--- src/hw/smcr_pkg.sv ---
// Package: offsets, field layout, reset values and timing counts
package smcr_pkg;
    // ------------------------------------------------------------------
    // Register offsets on the IO address space
    // ------------------------------------------------------------------
    localparam logic [5:0] SMCR_OFS_MISC   = 6'h08;
    localparam logic [5:0] SMCR_OFS_EXTERNAL_CRYSTAL_OSC   = 6'h0A;
    localparam logic [5:0] SMCR_OFS_EDGE   = 6'h0C;

    // ------------------------------------------------------------------
    // Field positions
    // ------------------------------------------------------------------
    localparam int SMCR_MISC_FAST_WAKE     = 5;
    localparam int SMCR_MISC_LVR_OFF       = 2;
    localparam int SMCR_MISC_WDT_LSB       = 0;
    localparam int SMCR_EXTERNAL_CRYSTAL_OSC_EN            = 7;
    localparam int SMCR_EXTERNAL_CRYSTAL_OSC_DRV_LSB       = 5;
    localparam int SMCR_EXTERNAL_CRYSTAL_OSC_BG_PD         = 0;
    localparam int SMCR_EDGE_TMR           = 4;
    localparam int SMCR_EDGE_PIN_A_LSB     = 2;
    localparam int SMCR_EDGE_PIN_B_LSB     = 0;

    // ------------------------------------------------------------------
    // Reset values and writable masks
    // ------------------------------------------------------------------
    localparam logic [7:0] SMCR_RST_MISC   = 8'h00;
    localparam logic [7:0] SMCR_RST_EXTERNAL_CRYSTAL_OSC   = 8'h00;
    localparam logic [7:0] SMCR_RST_EDGE   = 8'h00;
    localparam logic [7:0] SMCR_MASK_MISC  = 8'h27;
    localparam logic [7:0] SMCR_MASK_EXTERNAL_CRYSTAL_OSC  = 8'hE1;
    localparam logic [7:0] SMCR_MASK_EDGE  = 8'h1F;

    // ------------------------------------------------------------------
    // Edge and drive codes
    // ------------------------------------------------------------------
    localparam logic [1:0] SMCR_EDGE_BOTH  = 2'h0;
    localparam logic [1:0] SMCR_EDGE_RISE  = 2'h1;
    localparam logic [1:0] SMCR_EDGE_FALL  = 2'h2;
    localparam logic [1:0] SMCR_DRV_LOW    = 2'h1;
    localparam logic [1:0] SMCR_DRV_MID    = 2'h2;
    localparam logic [1:0] SMCR_DRV_HIGH   = 2'h3;

    // ------------------------------------------------------------------
    // Timing in low-speed RC clock cycles
    // ------------------------------------------------------------------
    localparam logic [11:0] SMCR_WAKE_NORMAL = 12'hBB8;
    localparam logic [11:0] SMCR_WAKE_FAST   = 12'h02D;
    localparam logic [17:0] SMCR_WDT_8K      = 18'h02000;
    localparam logic [17:0] SMCR_WDT_16K     = 18'h04000;
    localparam logic [17:0] SMCR_WDT_64K     = 18'h10000;
    localparam logic [17:0] SMCR_WDT_256K    = 18'h3FFFF;
endpackage : smcr_pkg

--- src/hw/smcr_edge_det.sv ---
// Edge detector: one-cycle pulse on the configured edge
`timescale 1ns/1ns
`default_nettype none
module smcr_edge_det
    import smcr_pkg::*;
(
    // Clock and reset
    input  wire logic       sys_clk_i,
    input  wire logic       resetn_i,
    // Source and mode
    input  wire logic       sig_i,
    input  wire logic [1:0] mode_i,
    // Event
    output logic            pulse_o
);
    logic prev_r;
    logic rise;
    logic fall;

    always_ff @(posedge sys_clk_i or negedge resetn_i) begin
        if (!resetn_i) begin
            prev_r <= 1'b0;
        end else begin
            prev_r <= sig_i;
        end
    end

    assign rise = sig_i & ~prev_r;
    assign fall = ~sig_i & prev_r;

    // compare with previous
    always_comb begin
        case (mode_i)
            SMCR_EDGE_BOTH: pulse_o = rise | fall;
            SMCR_EDGE_RISE: pulse_o = rise;
            SMCR_EDGE_FALL: pulse_o = fall;
            // Reserved code raises nothing
            default:        pulse_o = 1'b0;
        endcase
    end
endmodule : smcr_edge_det
`default_nettype wire

--- src/hw/smcr_top.sv ---
// System misc configuration registers with wake and edge logic
// Operation
// normal wake holds 3000 slow RC cycles
// fast wake bit shortens to 45
// software avoids fast wake with crystal
// bit 2 disables low voltage reset
// watchdog code picks 8k..256k periods; code 3 gives 18'h3FFFF, one short of 256k
// bit 7 enables external crystal
// drive field low/mid/high, 00 reserved
// bit 0 powers down bandgap, reset
// bandgap down leaves few functions usable
// timer edge bit picks rise/fall
// pin fields pick both/rise/fall
// software writes zero to reserved bits
// timer event from bit 8..15 change
// edge sets sticky flag until cleared
// pins sampled, edge pulsed one cycle
`timescale 1ns/1ns
`default_nettype none
module smcr_top
    import smcr_pkg::*;
(
    // Clock and reset
    input  wire logic        sys_clk_i,
    input  wire logic        resetn_i,
    // IO write port
    input  wire logic        io_wr_i,
    input  wire logic [5:0]  io_addr_i,
    input  wire logic [7:0]  io_wdata_i,
    // Low-speed RC oscillator tick
    input  wire logic        slow_rc_tick_i,
    // Wake-up control
    input  wire logic        wake_start_i,
    output logic             wake_busy_o,
    // Event sources
    input  wire logic [15:0] timer_count_i,
    input  wire logic [2:0]  timer_bit_sel_i,
    input  wire logic        pin_a_i,
    input  wire logic        pin_b_i,
    // Request flag clear
    input  wire logic [2:0]  irq_clear_i,
    // Request flags: timer, pin a, pin b
    output logic [2:0]       irq_flag_o,
    // Analog and oscillator controls
    output logic             low_voltage_reset_en_o,
    output logic             bandgap_pd_o,
    output logic             external_crystal_osc_en_o,
    output logic [1:0]       crystal_drive_o,
    output logic             crystal_drive_valid_o,
    output logic             analog_funcs_avail_o,
    output logic [17:0]      wdt_period_o
);
    // ------------------------------------------------------------------
    // Register file
    // ------------------------------------------------------------------
    logic [7:0] misc_wake_watchdog_ctrl_r;
    logic [7:0] ext_osc_setting_r;
    logic [7:0] irq_edge_select_r;

    always_ff @(posedge sys_clk_i or negedge resetn_i) begin
        if (!resetn_i) begin
            misc_wake_watchdog_ctrl_r <= SMCR_RST_MISC;
        end else if (io_wr_i && io_addr_i == SMCR_OFS_MISC) begin
            misc_wake_watchdog_ctrl_r <= io_wdata_i & SMCR_MASK_MISC;
        end
    end

    // reserved bits dropped
    always_ff @(posedge sys_clk_i or negedge resetn_i) begin
        if (!resetn_i) begin
            ext_osc_setting_r <= SMCR_RST_EXTERNAL_CRYSTAL_OSC;
        end else if (io_wr_i && io_addr_i == SMCR_OFS_EXTERNAL_CRYSTAL_OSC) begin
            ext_osc_setting_r <= io_wdata_i & SMCR_MASK_EXTERNAL_CRYSTAL_OSC;
        end
    end

    always_ff @(posedge sys_clk_i or negedge resetn_i) begin
        if (!resetn_i) begin
            irq_edge_select_r <= SMCR_RST_EDGE;
        end else if (io_wr_i && io_addr_i == SMCR_OFS_EDGE) begin
            irq_edge_select_r <= io_wdata_i & SMCR_MASK_EDGE;
        end
    end

    // ------------------------------------------------------------------
    // Control outputs
    // ------------------------------------------------------------------
    logic [1:0] drv;
    assign drv = ext_osc_setting_r[SMCR_EXTERNAL_CRYSTAL_OSC_DRV_LSB +: 2];

    // low voltage reset enable
    assign low_voltage_reset_en_o =
        ~misc_wake_watchdog_ctrl_r[SMCR_MISC_LVR_OFF] &
        ~ext_osc_setting_r[SMCR_EXTERNAL_CRYSTAL_OSC_BG_PD];
    // bandgap power-down
    assign bandgap_pd_o = ext_osc_setting_r[SMCR_EXTERNAL_CRYSTAL_OSC_BG_PD];
    // analog functions gated
    assign analog_funcs_avail_o = ~ext_osc_setting_r[SMCR_EXTERNAL_CRYSTAL_OSC_BG_PD];
    // crystal enable
    assign external_crystal_osc_en_o = ext_osc_setting_r[SMCR_EXTERNAL_CRYSTAL_OSC_EN];
    // reserved drive code flagged
    assign crystal_drive_o = drv;
    assign crystal_drive_valid_o = (drv == SMCR_DRV_LOW) ||
                                   (drv == SMCR_DRV_MID) ||
                                   (drv == SMCR_DRV_HIGH);

    // watchdog period decode
    always_comb begin
        case (misc_wake_watchdog_ctrl_r[SMCR_MISC_WDT_LSB +: 2])
            2'h0:    wdt_period_o = SMCR_WDT_8K;
            2'h1:    wdt_period_o = SMCR_WDT_16K;
            2'h2:    wdt_period_o = SMCR_WDT_64K;
            2'h3:    wdt_period_o = SMCR_WDT_256K;
            default: wdt_period_o = SMCR_WDT_8K;
        endcase
    end

    // ------------------------------------------------------------------
    // Wake-up delay counter
    // ------------------------------------------------------------------
    // Fast wake is not supported with the crystal running; the length
    // is still honoured as written, software must avoid it.
    logic [11:0] wake_cnt_r;
    logic [11:0] wake_len;

    // normal wake length
    // fast wake length
    assign wake_len = misc_wake_watchdog_ctrl_r[SMCR_MISC_FAST_WAKE] ?
                      SMCR_WAKE_FAST : SMCR_WAKE_NORMAL;

    always_ff @(posedge sys_clk_i or negedge resetn_i) begin
        if (!resetn_i) begin
            wake_cnt_r <= 12'h000;
        end else if (wake_start_i && wake_cnt_r == 12'h000) begin
            wake_cnt_r <= wake_len;
        end else if (slow_rc_tick_i && wake_cnt_r != 12'h000) begin
            wake_cnt_r <= wake_cnt_r - 12'h001;
        end
    end

    assign wake_busy_o = (wake_cnt_r != 12'h000);

    // ------------------------------------------------------------------
    // Event detection
    // ------------------------------------------------------------------
    logic [2:0] src;
    logic [1:0] mode [3];
    logic [2:0] hit;

    // timer bit 8..15 select
    assign src[0] = timer_count_i[4'h8 + {1'b0, timer_bit_sel_i}];
    assign src[1] = pin_a_i;
    assign src[2] = pin_b_i;
    // timer rise or fall
    assign mode[0] = irq_edge_select_r[SMCR_EDGE_TMR] ?
                     SMCR_EDGE_FALL : SMCR_EDGE_RISE;
    // pin edge fields
    assign mode[1] = irq_edge_select_r[SMCR_EDGE_PIN_A_LSB +: 2];
    assign mode[2] = irq_edge_select_r[SMCR_EDGE_PIN_B_LSB +: 2];

    genvar gi;
    generate
        for (gi = 0; gi < 3; gi++) begin : g_src
            smcr_edge_det u_det (
                .sys_clk_i (sys_clk_i),
                .resetn_i  (resetn_i),
                .sig_i     (src[gi]),
                .mode_i    (mode[gi]),
                .pulse_o   (hit[gi])
            );
            // set wins over clear
            always_ff @(posedge sys_clk_i or negedge resetn_i) begin
                if (!resetn_i) begin
                    irq_flag_o[gi] <= 1'b0;
                end else if (hit[gi]) begin
                    irq_flag_o[gi] <= 1'b1;
                end else if (irq_clear_i[gi]) begin
                    irq_flag_o[gi] <= 1'b0;
                end
            end
        end
    endgenerate
endmodule : smcr_top
`default_nettype wire

--- config.mk ---
export PLATFORM = sky130hd
export DESIGN_NAME = smcr_top
export DESIGN_NICKNAME = d
export VERILOG_FILES = /design/src/hw/smcr_pkg.sv /design/src/hw/smcr_edge_det.sv /design/src/hw/smcr_top.sv
export SDC_FILE = /design/constraint.sdc
export NUM_CORES = 1
export LEC_CHECK = 0
export BUFFER_PORTS_ARGS = -buffer_cell sky130_fd_sc_hd__buf_2
export CAP_MARGIN = 20
export CORE_ASPECT_RATIO = 0.6
export CORE_UTILIZATION = 23
export DETAILED_ROUTE_END_ITERATION = 6
export SLEW_MARGIN = 20
export SYNTH_ARGS = -nofsm -noshare
export SYNTH_HDL_FRONTEND = slang
export SYNTH_SLANG_ARGS = --single-unit
--- constraint.sdc ---
create_clock -name sys_clk_i -period 3.81 [get_ports sys_clk_i]
set_input_delay 1.143 -clock sys_clk_i [delete_from_list [all_inputs] [get_ports sys_clk_i]]
set_output_delay 1.143 -clock sys_clk_i [all_outputs]
set_load 0.02 [all_outputs]
==> qor.tcl <==
set qor(status) {finished clean}
set qor(cpLargestDelayFamily) {simple AND/OR/NAND/NOR gates}
set qor(number_of_standard_cells_after_synthesis) 176
set qor(delay_contributed_by_the_slowest_stage_of_the_critical_path_ps) 490
set qor(post-synth-top-area-fraction_pct) 42.1
set qor(crit_chain) {nor4_2 > nand4_2 > buf_2}
set qor(synth_enable_flop_cells) 0
set qor(regArea_sq_um) 776
set qor(crit_path_max_fanout) 9
set qor(num_rows) 24
set qor(timing.critical_path.required_ps) 2670
set qor(dr.pass1.iters) 4
set qor(drv_cap) 0
set qor(worst-r2r-setup-slack_ps) 1880
set qor(clock_tree.buffer_depth) 2
set qor(route.vias.total) 1400
set qor(slew_headroom_pct) 52.0
set qor(die_w_microns) 118
set qor(maxClockFrequency_ghz) 0.342
set qor(num-fill-cells) 784
set qor(yosysTopAreaCell) {sky130_fd_sc_hd__dfrtp_1}
set qor(grt.total_usage_pct) 9.87
set qor(final-setup-viol-count) 0
set qor(wire_length_of_the_first_global_routing_pass_mm) 6.56
set qor(grt.overflow.total) 0
set qor(detail-route-antenna-nets) 0
set qor(cts_root_buffer) {sky130_fd_sc_hd__clkbuf_16}
set qor(drt_iter0_drc) 80
set qor(avgSynthCellArea_sq_um) 10.5
set qor(grt_setup_unrepaired) {false}
set qor(finalNetCount) 282
set qor(area_of_combinational_cells_with_multiple_inputs_sq_um) 896
set qor(cts_hold_buf) 0
set qor(syn_to_final_growth_pct) 25.3
set qor(synth-warning-count) 0
set qor(insertion_delay_ps) 270
set qor(grt_pass1_vias) 1341
set qor(synth_common_cells) {31 x sky130_fd_sc_hd__dfrtp_1, 18 x sky130_fd_sc_hd__nand2_1, 14 x sky130_fd_sc_hd__buf_4, 14 x sky130_fd_sc_hd__inv_1, 14 x sky130_fd_sc_hd__nor2_1}
set qor(gp_congestion) 0.719
set qor(critPathSlowestCell) {sky130_fd_sc_hd__nor4_2}
set qor(async_reset_ff_share_pct) 100
set qor(power.total_uw) 1360
set qor(num_antenna_cells) 0
set qor(totalWireLength_mm) 3.93
set qor(io_buffers) 63
set qor(cts_htree_levels) 2
set qor(hold_path_class) {register to register}
set qor(ys_dominant_reg_cell) {sky130_fd_sc_hd__dfrtp_1}
set qor(synth-seq-cells) 31
set qor(setup.worst_path.class) {register to output pin}
set qor(cts_resized) 0
set qor(grt_antenna_before_repair) 0
set qor(synth-seq-area-share_pct) 42.1
set qor(instances_no_fill) 334
set qor(drive_gt1_share_pct) 36.1
set qor(starting_density_pct) 24.5
set qor(synth_most_common_cell) {sky130_fd_sc_hd__dfrtp_1}
set qor(top_level_ports) 72
set qor(fin_setup_tns_ps) 0
set qor(cts_sinks) 31
set qor(design.die.area_sq_um) 8380
set qor(skew_ps) 2.70
set qor(grt_start_max_net_pins) 32
set qor(final.min_clock_period_ps) 2920
set qor(crit_arrival_ps) 1780
set qor(final-hold-violation-count) 0
set qor(pwr_density_cell_nw_per_um2) 589
set qor(cts_buffers) 5
set qor(die_height_microns) 71.3
set qor(worst-path-buf-inv) 1
set qor(layout_worst_path_cycle_share_pct) 76.7
set qor(worstSetupStartpointType) {register}
set qor(placed_cells_incl_taps) 326
set qor(cts.repair_timing.setup_buffer_count) 0
set qor(place.detailed.hpwl_mm) 3.10
set qor(clock_pin_transition_on_the_worst_setup_and_hold_timing_paths_ps) 50
set qor(clock_tree_from_tritoncts) {yes}
set qor(post_drt_via_cell_ratio) 4.19
set qor(final_slew_viol_count) 0
set qor(synth_cell_types) 43
set qor(post_drt_wl_per_cell_microns) 11.8
set qor(yosys-top-cells-area) {sky130_fd_sc_hd__dfrtp_1 42%, sky130_fd_sc_hd__ha_1 6.8%, sky130_fd_sc_hd__mux2_1 6.7%}
set qor(worst_ir_drop_vdd_mv) 0.150
set qor(postSynthNetCount) 229
set qor(setup.worst_path.end_class) {output pin}
set qor(synthesized_area_sq_um) 1840
set qor(max_slew.worst_pin.slew_ps) 719
set qor(fp.coreArea_sq_um) 7510
set qor(leakage_uw) 0.00114
set qor(post-route-drc-count) 0
power breakdown:
| group | leakage (uW) | total, uW | switching, uW | internal (uW) |
|---|---|---|---|---|
| sequential | 0.000381 | 537 | 123 | 413 |
| clock | 0.0000679 | 369 | 129 | 241 |
| combinational | 0.000692 | 454 | 274 | 180 |
| total | 0.00114 | 1360 | 526 | 834 |
cells in the final DEF, fill, tap and decap left out, drive strengths merged, types with 2 or more instances in the layout:
cell type and n:
buf 63, dfrtp 31, nand2 19, inv 14, nor2 14, mux2 12, ha 10, clkbuf 7
o21ai 6, a21oi 5, nor3 5, mux2i 4, a211oi 4, nor4 4, o221ai 3, mux4 2
or2 2, nor3b 2, or4 2, nand3 2, nand3b 2, xnor2 2, nand4 2, nor4b 2
worst register-to-register path: cells and delay by family (launching register included):
| family | cells | cell delay [ps] |
|---|---|---|
| flops | 1 | 410 |
| mux | 1 | 400 |
| simple gates | 3 | 930 |
| compound gates | 1 | 60 |
cell type report:
cell class,instances,share of cell area (%)
Inverter,14,2.28
Multi-Input combinational cell,114,38.8
Clock buffer,7,5.75
Timing Repair Buffer,63,13.7
Clock inverter,1,0.217
Sequential cell,31,33.6
Tap cell,104,5.64
cells by family (layout without fill, tap and decap cells):
family / count (synthesis) / count (layout) / synth area share [%]
DFF: 31 / 31 / 42.1
muxes: 18 / 18 / 12.0
and+or+nand+nor: 59 / 59 / 19.6
AOI/OAI and AO/OA: 25 / 25 / 9.31
xor gates and xnor gates: 2 / 2 / 0.951
buffers and inverters: 31 / 85 / 9.24
adders and majority gates: 10 / 10 / 6.79
flip-flops by register name, indices dropped and copies added, names as in the netlist:
signal	flops
g_src.u_det.prev_r	3
irq_edge_select_r	5
ext_osc_setting_r	4
irq_flag_o	3
misc_wake_watchdog_ctrl_r	4
wake_cnt_r	12
through the flow:
| stage | hold slack [ps] | area (sq um) | worst slack (ps) | utilization [%] |
|---|---|---|---|---|
| after floorplan | 459 | 1840 | 1420 | - |
| after global placement | 475 | 2170 | 1110 | 28.9 |
| after detailed placement | 473 | 2170 | 1070 | 28.9 |
| after CTS | 485 | 2310 | 880 | 30.7 |
| after global routing | 513 | 2310 | 738 | 30.7 |
| final | 478 | 2310 | 888 | 30.7 |
final timing paths:
| path | start | to | depth (start not counted) |
|---|---|---|---|
| max | wake_cnt_r[6] | wake_busy_o | 3 |
| min | ext_osc_setting_r[7] | ext_osc_setting_r[7] | 1 |
| max reg2reg | wake_cnt_r[6] | wake_cnt_r[4] | 5 |
| min reg2reg | ext_osc_setting_r[7] | ext_osc_setting_r[7] | 1 |
| max in group asynchronous | resetn_i | g_src[2].u_det.prev_r | 1 |
| min in group asynchronous | resetn_i | wake_cnt_r[4] | 1 |
routing by layer:
metal | part of all wire, % | GRT usage [%] | routed length [microns]
met5 | 0 | 0 | 0
met4 | 0.92 | 3.85 | 36
met3 | 3.4 | 3.11 | 135
met2 | 44 | 14.1 | 1720
met1 | 52 | 13.8 | 2040
Power figures use the tool's default switching activity.
